## config.mk

```make
export PLATFORM = sky130hd
export DESIGN_NAME = opd_core
export DESIGN_NICKNAME = d
export VERILOG_FILES = /design/src/logic/opd_pkg.sv /design/src/logic/opd_core.sv
export VERILOG_INCLUDE_DIRS = /design/src /design/src/logic
export SDC_FILE = /design/constraint.sdc
export NUM_CORES = 1
export LEC_CHECK = 0
export BUFFER_PORTS_ARGS = -buffer_cell sky130_fd_sc_hd__buf_2
export CAP_MARGIN = 20
export CORE_UTILIZATION = 45
export DETAILED_ROUTE_END_ITERATION = 12
export PLACE_DENSITY = 0.8
export SYNTH_ARGS = -nofsm -noshare
export SYNTH_HDL_FRONTEND = slang
export SYNTH_SLANG_ARGS = --single-unit
```

## constraint.sdc

```tcl
create_clock -name clk_in -period 2.05 [get_ports clk_in]
set_input_delay 0.205 -clock clk_in [delete_from_list [all_inputs] [get_ports clk_in]]
set_output_delay 0.205 -clock clk_in [all_outputs]
set_load 0.01 [all_outputs]
```

## src/logic/opd_defines.svh

```systemverilog
`ifndef OPD_DEFINES_SVH
`define OPD_DEFINES_SVH

// ---------------------------------------------------------------
// register map (byte addresses)
// ---------------------------------------------------------------
`define OPD_CFG_ADDR     12'h000
`define OPD_STATUS_ADDR  12'h004
`define OPD_PORT_ADDR    12'h008
`define OPD_PIN_ADDR     12'h00C

// ---------------------------------------------------------------
// configuration word fields
// ---------------------------------------------------------------
`define OPD_CFG_SRC_LSB      0
`define OPD_CFG_DIV_LSB      2
`define OPD_CFG_RESC_BIT     4
`define OPD_CFG_RESD_BIT     5
`define OPD_CFG_LOWV_BIT     6
`define OPD_CFG_FREQ_LSB     8
`define OPD_CFG_OD_LSB       12

// ---------------------------------------------------------------
// status word fields
// ---------------------------------------------------------------
`define OPD_ST_LEGAL_BIT     0
`define OPD_ST_SHARED_BIT    1
`define OPD_ST_DIVCNT_LSB    4
`define OPD_ST_PHASE_LSB     8

// ---------------------------------------------------------------
// timing and reset values
// ---------------------------------------------------------------
`define OPD_CYCLE_PHASES     4
`define OPD_CLK_MHZ          25
`define OPD_PORT_RESET       4'hF
`define OPD_SHARED_RESET     1'b1

`endif

```

## src/logic/opd_pkg.sv

```systemverilog
package opd_pkg;

    // oscillator source
    typedef enum logic [1:0] {
        OPD_SRC_EXT = 2'h0,
        OPD_SRC_RC  = 2'h1,
        OPD_SRC_CER = 2'h2
    } opd_src_t;

    // predivider ratio
    typedef enum logic [1:0] {
        OPD_DIV_1 = 2'h0,
        OPD_DIV_3 = 2'h1,
        OPD_DIV_4 = 2'h2
    } opd_div_t;

    // nominal resonator frequency
    typedef enum logic [1:0] {
        OPD_F_OTHER = 2'h0,
        OPD_F_400K  = 2'h1,
        OPD_F_1M    = 2'h2,
        OPD_F_4M    = 2'h3
    } opd_freq_t;

    // fixed option set
    typedef struct packed {
        logic [12:0] od;
        opd_freq_t   freq;
        logic        low_v;
        logic        resd_high;
        logic        resc_high;
        opd_div_t    div;
        opd_src_t    src;
    } opd_opt_t;

    // port pin group
    typedef struct packed {
        logic [12:0] o;
        logic [12:0] oe_n;
        logic [12:0] pu;
    } opd_pins_t;

    // apb slave response
    typedef struct packed {
        logic [31:0] prdata;
        logic        pready;
        logic        pslverr;
    } opd_apb_rsp_t;

endpackage : opd_pkg

```

## src/logic/opd_core.sv

```systemverilog
// ---------------------------------------------------------------
// Overview of operation
// - external clock option turns the shared pin into an ordinary port bit.
// - RC or ceramic options give the shared pin to the oscillator, no port.
// - undivided clock path is legal with every oscillator source except a 4 MHz ceramic.
// - divide by three or four only with external clock or ceramic.
// - a 400 kHz ceramic resonator is used undivided only.
// - standard part: 4 MHz ceramic needs divide by three or four.
// - low-voltage part: 4 MHz ceramic only with divide by four.
// - in reset ports C and D drive one option level per group.
// - each port bit is open drain or driven with pull-up, per option.
// - no pull-up on the shared pin when the oscillator owns it.
// ---------------------------------------------------------------
`include "opd_defines.svh"
`timescale 1ns/1ns
`default_nettype none

module opd_core
    import opd_pkg::*;
#(
    parameter int PORT_BITS = 13
) (
    input  wire logic        clk_in,
    input  wire logic        resetn_in,
    input  wire opd_opt_t    opt_in,
    input  wire logic [12:0] pin_level_in,
    input  wire logic        psel_in,
    input  wire logic        penable_in,
    input  wire logic        pwrite_in,
    input  wire logic [11:0] paddr_in,
    input  wire logic [31:0] pwdata_in,
    output opd_apb_rsp_t     apb_out,
    output opd_pins_t        pins_out,
    output logic             cycle_tick_out,
    output logic             osc_return_pin_out,
    output logic             cfg_legal_out
);

    // ---------------------------------------------------------------
    // state
    // ---------------------------------------------------------------
    typedef struct packed {
        logic [1:0]  div_cnt;
        logic [1:0]  phase;
        logic        tick;
        logic        osc_ret;
        logic        legal;
        logic [12:0] port_data;
        logic [12:0] sync1;
        logic [12:0] sync2;
        opd_pins_t   pins;
        opd_apb_rsp_t apb;
    } opd_state_t;

    opd_state_t state_reg;
    opd_state_t state_next;

    // legality of source, ratio and resonator combination
    function automatic logic opd_legal(input opd_opt_t o);
        logic ok;
        ok = 1'b1;
        if (o.src == OPD_SRC_RC && o.div != OPD_DIV_1)
            ok = 1'b0;
        if (o.div != OPD_DIV_1 && o.div != OPD_DIV_3 && o.div != OPD_DIV_4)
            ok = 1'b0;
        if (o.src == OPD_SRC_CER && o.freq == OPD_F_400K && o.div != OPD_DIV_1)
            ok = 1'b0;
        if (o.src == OPD_SRC_CER && o.freq == OPD_F_4M && !o.low_v && o.div == OPD_DIV_1)
            ok = 1'b0;
        if (o.src == OPD_SRC_CER && o.freq == OPD_F_4M && o.low_v && o.div != OPD_DIV_4)
            ok = 1'b0;
        if (o.src != OPD_SRC_EXT && o.src != OPD_SRC_RC && o.src != OPD_SRC_CER)
            ok = 1'b0;
        return ok;
    endfunction : opd_legal

    // predivider terminal count, ratio minus one
    function automatic logic [1:0] opd_div_top(input opd_div_t d);
        logic [1:0] t;
        t = 2'h0;
        unique case (d)
            OPD_DIV_3: t = 2'h2;
            OPD_DIV_4: t = 2'h3;
            default:   t = 2'h0;
        endcase
        return t;
    endfunction : opd_div_top

    // reset-time pin vector: A and H released, C and D at their option level
    function automatic logic [12:0] opd_reset_pins(input opd_opt_t o);
        return {1'b1, {4{o.resd_high}}, {4{o.resc_high}}, 4'hF};
    endfunction : opd_reset_pins

    logic shared_is_port;
    logic [11:0] addr_word;

    // oscillator takes the shared pin unless the clock comes in from outside
    assign shared_is_port = (opt_in.src == OPD_SRC_EXT);
    assign addr_word      = paddr_in;

    // ---------------------------------------------------------------
    // next state
    // ---------------------------------------------------------------
    always_comb begin
        state_next = state_reg;
        state_next.sync1 = pin_level_in;
        state_next.sync2 = state_reg.sync1;
        state_next.legal = opd_legal(opt_in);
        state_next.tick  = 1'b0;

        // predivider: clk_in stands for the oscillator, an enable per output period
        // illegal options stop the instruction clock rather than run out of spec
        if (state_reg.legal) begin
            if (state_reg.div_cnt >= opd_div_top(opt_in.div)) begin
                state_next.div_cnt = 2'h0;
                state_next.phase   = state_reg.phase + 2'h1;
                if (state_reg.phase == 2'(`OPD_CYCLE_PHASES - 1))
                    state_next.tick = 1'b1;
            end else begin
                state_next.div_cnt = state_reg.div_cnt + 2'h1;
            end
        end

        // the return pin toggles only while it is the oscillator's
        state_next.osc_ret = shared_is_port ? 1'b0 : ~state_reg.osc_ret;

        // port drivers: low output enable means driving low, high releases
        state_next.pins.o    = state_reg.port_data;
        state_next.pins.oe_n = state_reg.port_data;
        state_next.pins.pu   = ~opt_in.od;
        if (!shared_is_port) begin
            state_next.pins.oe_n[12] = 1'b1;
            state_next.pins.o[12]    = 1'b0;
            state_next.pins.pu[12]   = 1'b0;
        end else if (opt_in.od[12]) begin
            state_next.pins.pu[12] = 1'b0;
        end

        // port write lands at the access edge, the one where the master sees pready
        if (psel_in && penable_in && pwrite_in && state_reg.apb.pready && addr_word == `OPD_PORT_ADDR)
            state_next.port_data = pwdata_in[12:0];

        // apb slave, zero wait states
        state_next.apb.pready  = 1'b0;
        state_next.apb.pslverr = 1'b0;
        if (psel_in && !penable_in) begin
            state_next.apb.pready = 1'b1;
            state_next.apb.prdata = 32'h0000_0000;
            unique case (addr_word)
                `OPD_CFG_ADDR: begin
                    state_next.apb.prdata[`OPD_CFG_SRC_LSB +: 2]  = opt_in.src;
                    state_next.apb.prdata[`OPD_CFG_DIV_LSB +: 2]  = opt_in.div;
                    state_next.apb.prdata[`OPD_CFG_RESC_BIT]      = opt_in.resc_high;
                    state_next.apb.prdata[`OPD_CFG_RESD_BIT]      = opt_in.resd_high;
                    state_next.apb.prdata[`OPD_CFG_LOWV_BIT]      = opt_in.low_v;
                    state_next.apb.prdata[`OPD_CFG_FREQ_LSB +: 2] = opt_in.freq;
                    state_next.apb.prdata[`OPD_CFG_OD_LSB +: 13]  = opt_in.od;
                    if (pwrite_in)
                        state_next.apb.pslverr = 1'b1;
                end
                `OPD_STATUS_ADDR: begin
                    state_next.apb.prdata[`OPD_ST_LEGAL_BIT]       = state_reg.legal;
                    state_next.apb.prdata[`OPD_ST_SHARED_BIT]      = shared_is_port;
                    state_next.apb.prdata[`OPD_ST_DIVCNT_LSB +: 2] = state_reg.div_cnt;
                    state_next.apb.prdata[`OPD_ST_PHASE_LSB +: 2]  = state_reg.phase;
                    if (pwrite_in)
                        state_next.apb.pslverr = 1'b1;
                end
                `OPD_PORT_ADDR: begin
                    state_next.apb.prdata[12:0] = state_reg.port_data;
                end
                `OPD_PIN_ADDR: begin
                    state_next.apb.prdata[12:0] = state_reg.sync2;
                    if (!shared_is_port)
                        state_next.apb.prdata[12] = 1'b0;
                    if (pwrite_in)
                        state_next.apb.pslverr = 1'b1;
                end
                default: state_next.apb.pslverr = 1'b1;
            endcase
        end else if (!psel_in) begin
            state_next.apb.prdata = 32'h0000_0000;
        end
    end

    // ---------------------------------------------------------------
    // state register
    // ---------------------------------------------------------------
    // reset leaves all port bits, C and D included, released high; the C and D option level comes only from the pin flops
    always_ff @(posedge clk_in or negedge resetn_in) begin
        if (!resetn_in) begin
            state_reg           <= '0;
            state_reg.port_data <= {`OPD_SHARED_RESET, `OPD_PORT_RESET,
                                    `OPD_PORT_RESET, `OPD_PORT_RESET};
            state_reg.pins.o    <= 13'h1FFF;
            state_reg.pins.oe_n <= 13'h1FFF;
        end else begin
            state_reg <= state_next;
        end
    end

    // low while reset holds and up to the first edge after release
    logic reset_seen_reg;
    always_ff @(posedge clk_in or negedge resetn_in) begin
        if (!resetn_in)
            reset_seen_reg <= 1'b0;
        else
            reset_seen_reg <= 1'b1;
    end

    // ---------------------------------------------------------------
    // outputs
    // ---------------------------------------------------------------
    // pin flops have no async reset so the option level reaches the pins while reset
    // still holds; a constant reset value could not follow the option inputs
    // limitation: the level appears one clock after reset is asserted
    logic [12:0] pin_o_reg;
    logic [12:0] pin_oe_n_reg;
    always_ff @(posedge clk_in) begin
        if (!reset_seen_reg) begin
            pin_o_reg    <= opd_reset_pins(opt_in);
            pin_oe_n_reg <= opd_reset_pins(opt_in);
        end else begin
            pin_o_reg    <= state_reg.pins.o;
            pin_oe_n_reg <= state_reg.pins.oe_n;
        end
    end

    assign apb_out            = state_reg.apb;
    assign pins_out.o         = pin_o_reg;
    assign pins_out.oe_n      = pin_oe_n_reg;
    assign pins_out.pu        = state_reg.pins.pu;
    assign cycle_tick_out     = state_reg.tick;
    assign osc_return_pin_out = state_reg.osc_ret;
    assign cfg_legal_out      = state_reg.legal;

endmodule : opd_core

`default_nettype wire

```

==> impl_results.md <==
* Inserted Clock Buffers at 17
* Placed cell count at 546
* Reg-to-reg startpoint: state_reg[117]$_DFFE_PN0P_
* WL/cell at 15.8 um
* Row count at 36
* Number of buffers added on ports at about 130
* Worst-path fanout max at 4
* Remaining Overflow, GRT at 0
* FF+latch count, synth at around 120
* Final slew viol count at 0
* Final Hold Fails at 0
* Initial Utilization at 0.465
* Async set-or-reset flop fraction in the synthesized netlist at 0.878
* H-tree depth at 4
* Pleak at 3.07 nW
* Synth warn at 0
* WS Path Type: flip-flop to flip-flop
* Maximum clock path buffer count at 2
* CP Launch Point: state_reg[117]$_DFFE_PN0P_
* Die Wd at 103 um
* Antenna violations before repair at 0
* Predominant post-synthesis flop cell: dfrtp_1
* Fin Setup TNS at 0 ns
* Req. time, crit path at 2.43 ns
* Post-route ant nets at 0
* Worst Hold End: pin_o_reg[9]$_DFF_P_
* Post-Syn Instances at 332
* DR top layer: met4
* Tcrit/Tclk final at 0.758
* All-layer global routing usage at 0.200
* Syn Area/Cell at 13.7 um2
* Via count at 2,944
* Crit path DAT at between 1.5 and 2 ns
* Core Area at 9770 um2
* Seq/Total Area, Yosys at 0.625
* Worst-margin pin slew at 0.560 ns
* Outcome: completed
* Hold crit path type: input port to flip-flop
* Area Growth Syn to Fin at 33.5%
* Slew HR at 0.627
* Max Fclk at 644 MHz
* Commonest non-fill, non-tap cell in the layout: buf_2
* Detailed Place HPWL at 6320 um
* Worst R2R Setup Slack at 0.50 ns
* Drt first pass iters at 4
* Worst skew pair latency at 0.50 ns
* CP Launch Type: flip-flop
* Routed length on met1 at 4020 um
* Routed vias/inst at 4.70
* First-pass GRT wire length at 15,100 um
* RSZ-0062 raised after global routing: no
* Number of flops mapped to enable cells by yosys at 0
* Max FFs per register at 32
* Number of post-CTS setup repair buffers at 0
* Distinct cell type count of the synthesized netlist at 38
* Wire length on met3 at around 420 um
* Post-route minimum period at 1.55 ns
* Worst-path clk slew at approximately 0.060 ns
* Drc violations at 0
* CTS tree: yes
* Clock Skew at 0.0133 ns
* Die Outline Area at 10,500 um2
* Root buf cell: clkbuf_8
* DRT Wirelength at roughly 9900 um
* Vias in the first global route at 3,047
* Max_cap viols at 0
* CTS sink count at 115
* Fraction of layout instances using a drive strength above 1 at 0.471
* I/O pin total at 160
* Diode count at 0
* P per Cell Area at 955 nW/um2
* R2r endpoint: state_reg[116]$_DFFE_PN0P_
* Worst reg2reg path depth at 6
* Hold depth at 3
* Non-Filler Instances at 626
* Largest net degree at the start of global routing at 46
* Most frequent cells in the layout: 132 x buf_2, 74 x dfrtp_1, 48 x dlygate4sd3_1
* Met2 wire length at about 5200 um
* Die H at about 100 um
* Mapped cell area at 4550 um2
* Final setup fails at 0
* Worst IR Drop VDD at about 700 uV
* Final GP Congestion at 0.726
* Layout Nets at 570
* Crit end category: flip-flop
* Initial drt markers at around 110
* Hold Startpoint: opt_in[5]
==> per-layer routing <==
metal | vias to the layer above | track usage
li1 | 1346 | -
met2 | 117 | 0.329
met3 | 27 | 0.0522
met1 | 1454 | 0.238
met4 | 0 | 0.119
met5 | - | 0
==> how the worst max path moves through the flow <==
stage / endpoint / slack [ns] / depth (start not counted)
6_report: state_reg[116]$_DFFE_PN0P_ / 0.50 / 6
5_1_grt: state_reg[116]$_DFFE_PN0P_ / 0.37 / 6
4_1_cts: state_reg[116]$_DFFE_PN0P_ / 0.49 / 6
3_5_place_dp: state_next[52]$_DFFE_PN1P_ / 0.14 / 6
3_3_place_gp: state_next[56]$_DFFE_PN1P_ / 0.19 / 6
2_1_floorplan: state_next[49]$_DFFE_PN1P_ / 0.22 / 5
==> Yosys cell counts (all sizes together) (2+ instances only) <==
cell | count | area (um2)
and2 | 3 | 18.8
a32o | 4 | 40.0
or4 | 3 | 30.0
a21oi | 2 | 10.0
clkbuf | 5 | 18.8
nand2 | 22 | 82.6
nor3 | 3 | 15.0
inv | 19 | 71.3
buf | 63 | 474
a21boi | 2 | 15.0
dfrtp | 74 | 1850
a22o | 22 | 193
nor2 | 5 | 18.8
ha | 6 | 75.1
nand2b | 10 | 62.6
mux2i | 3 | 30.0
mux2 | 17 | 229
dfstp | 27 | 709
dfxtp | 14 | 280
mux4 | 6 | 135
xor2 | 2 | 17.5
nor2b | 4 | 25.0
conb | 2 | 7.51
o21ai | 6 | 30.0
==> worst max-delay path, stage by stage (launching register included) <==
cell      delay [ns]
dfrtp_1         0.41
inv_1           0.06
ha_1            0.27
nand2b_1        0.11
a21oi_1         0.06
nor2b_1         0.15
mux2_2          0.36
==> report_power, final <==
group | leakage, nW | switching (mW) | total, mW | internal [mW]
combinational | 1.45 | 0.251 | 0.509 | 0.258
clock | 0.289 | 1.05 | 2.84 | 1.80
sequential | 1.33 | 0.0716 | 2.45 | 2.37
==> logic make-up after synthesis <==
logic type | Yosys count | share of synthesized area
other | 2 | 0.00165
AND/OR/NAND/NOR | 55 | 0.0732
buffers and inverters | 87 | 0.124
multiplexers | 26 | 0.0867
adder cells (fa/ha/maj) | 6 | 0.0165
flip-flops | 115 | 0.625
XOR/XNOR | 3 | 0.00578
AO/OA/AOI/OAI | 38 | 0.0671
==> what timing repair did <==
item / CTS / global route
hold buffers: 48 / 0
gates resized for setup: 0 / 0
hold endpoints to repair: 94 / 0
==> cell type report <==
type                    instances  area, um2
clock buffers                  20        478
multi-input cells             136       1160
repair buffers                191       1240
flip-flops and latches        115       2840
clock inverters                12        115
well taps                     133        166
inverters                      19       71.3
fillers                       735       3700
==> through the flow <==
stage	total power, mW	hold slack (ns)	worst slack (ns)	cell area, um2	utilization
finish	5.80	0.0360	0.496	6070	0.621
global route	6.03	0.0551	0.371	6070	0.621
CTS	5.83	0.00494	0.492	6070	0.621
detailed placement	2.91	0.186	0.144	5000	0.511
global placement	2.88	0.181	0.185	5000	0.511
floorplan	2.72	-0.0906	0.221	4570	-
(Power assumes the default switching activity.)
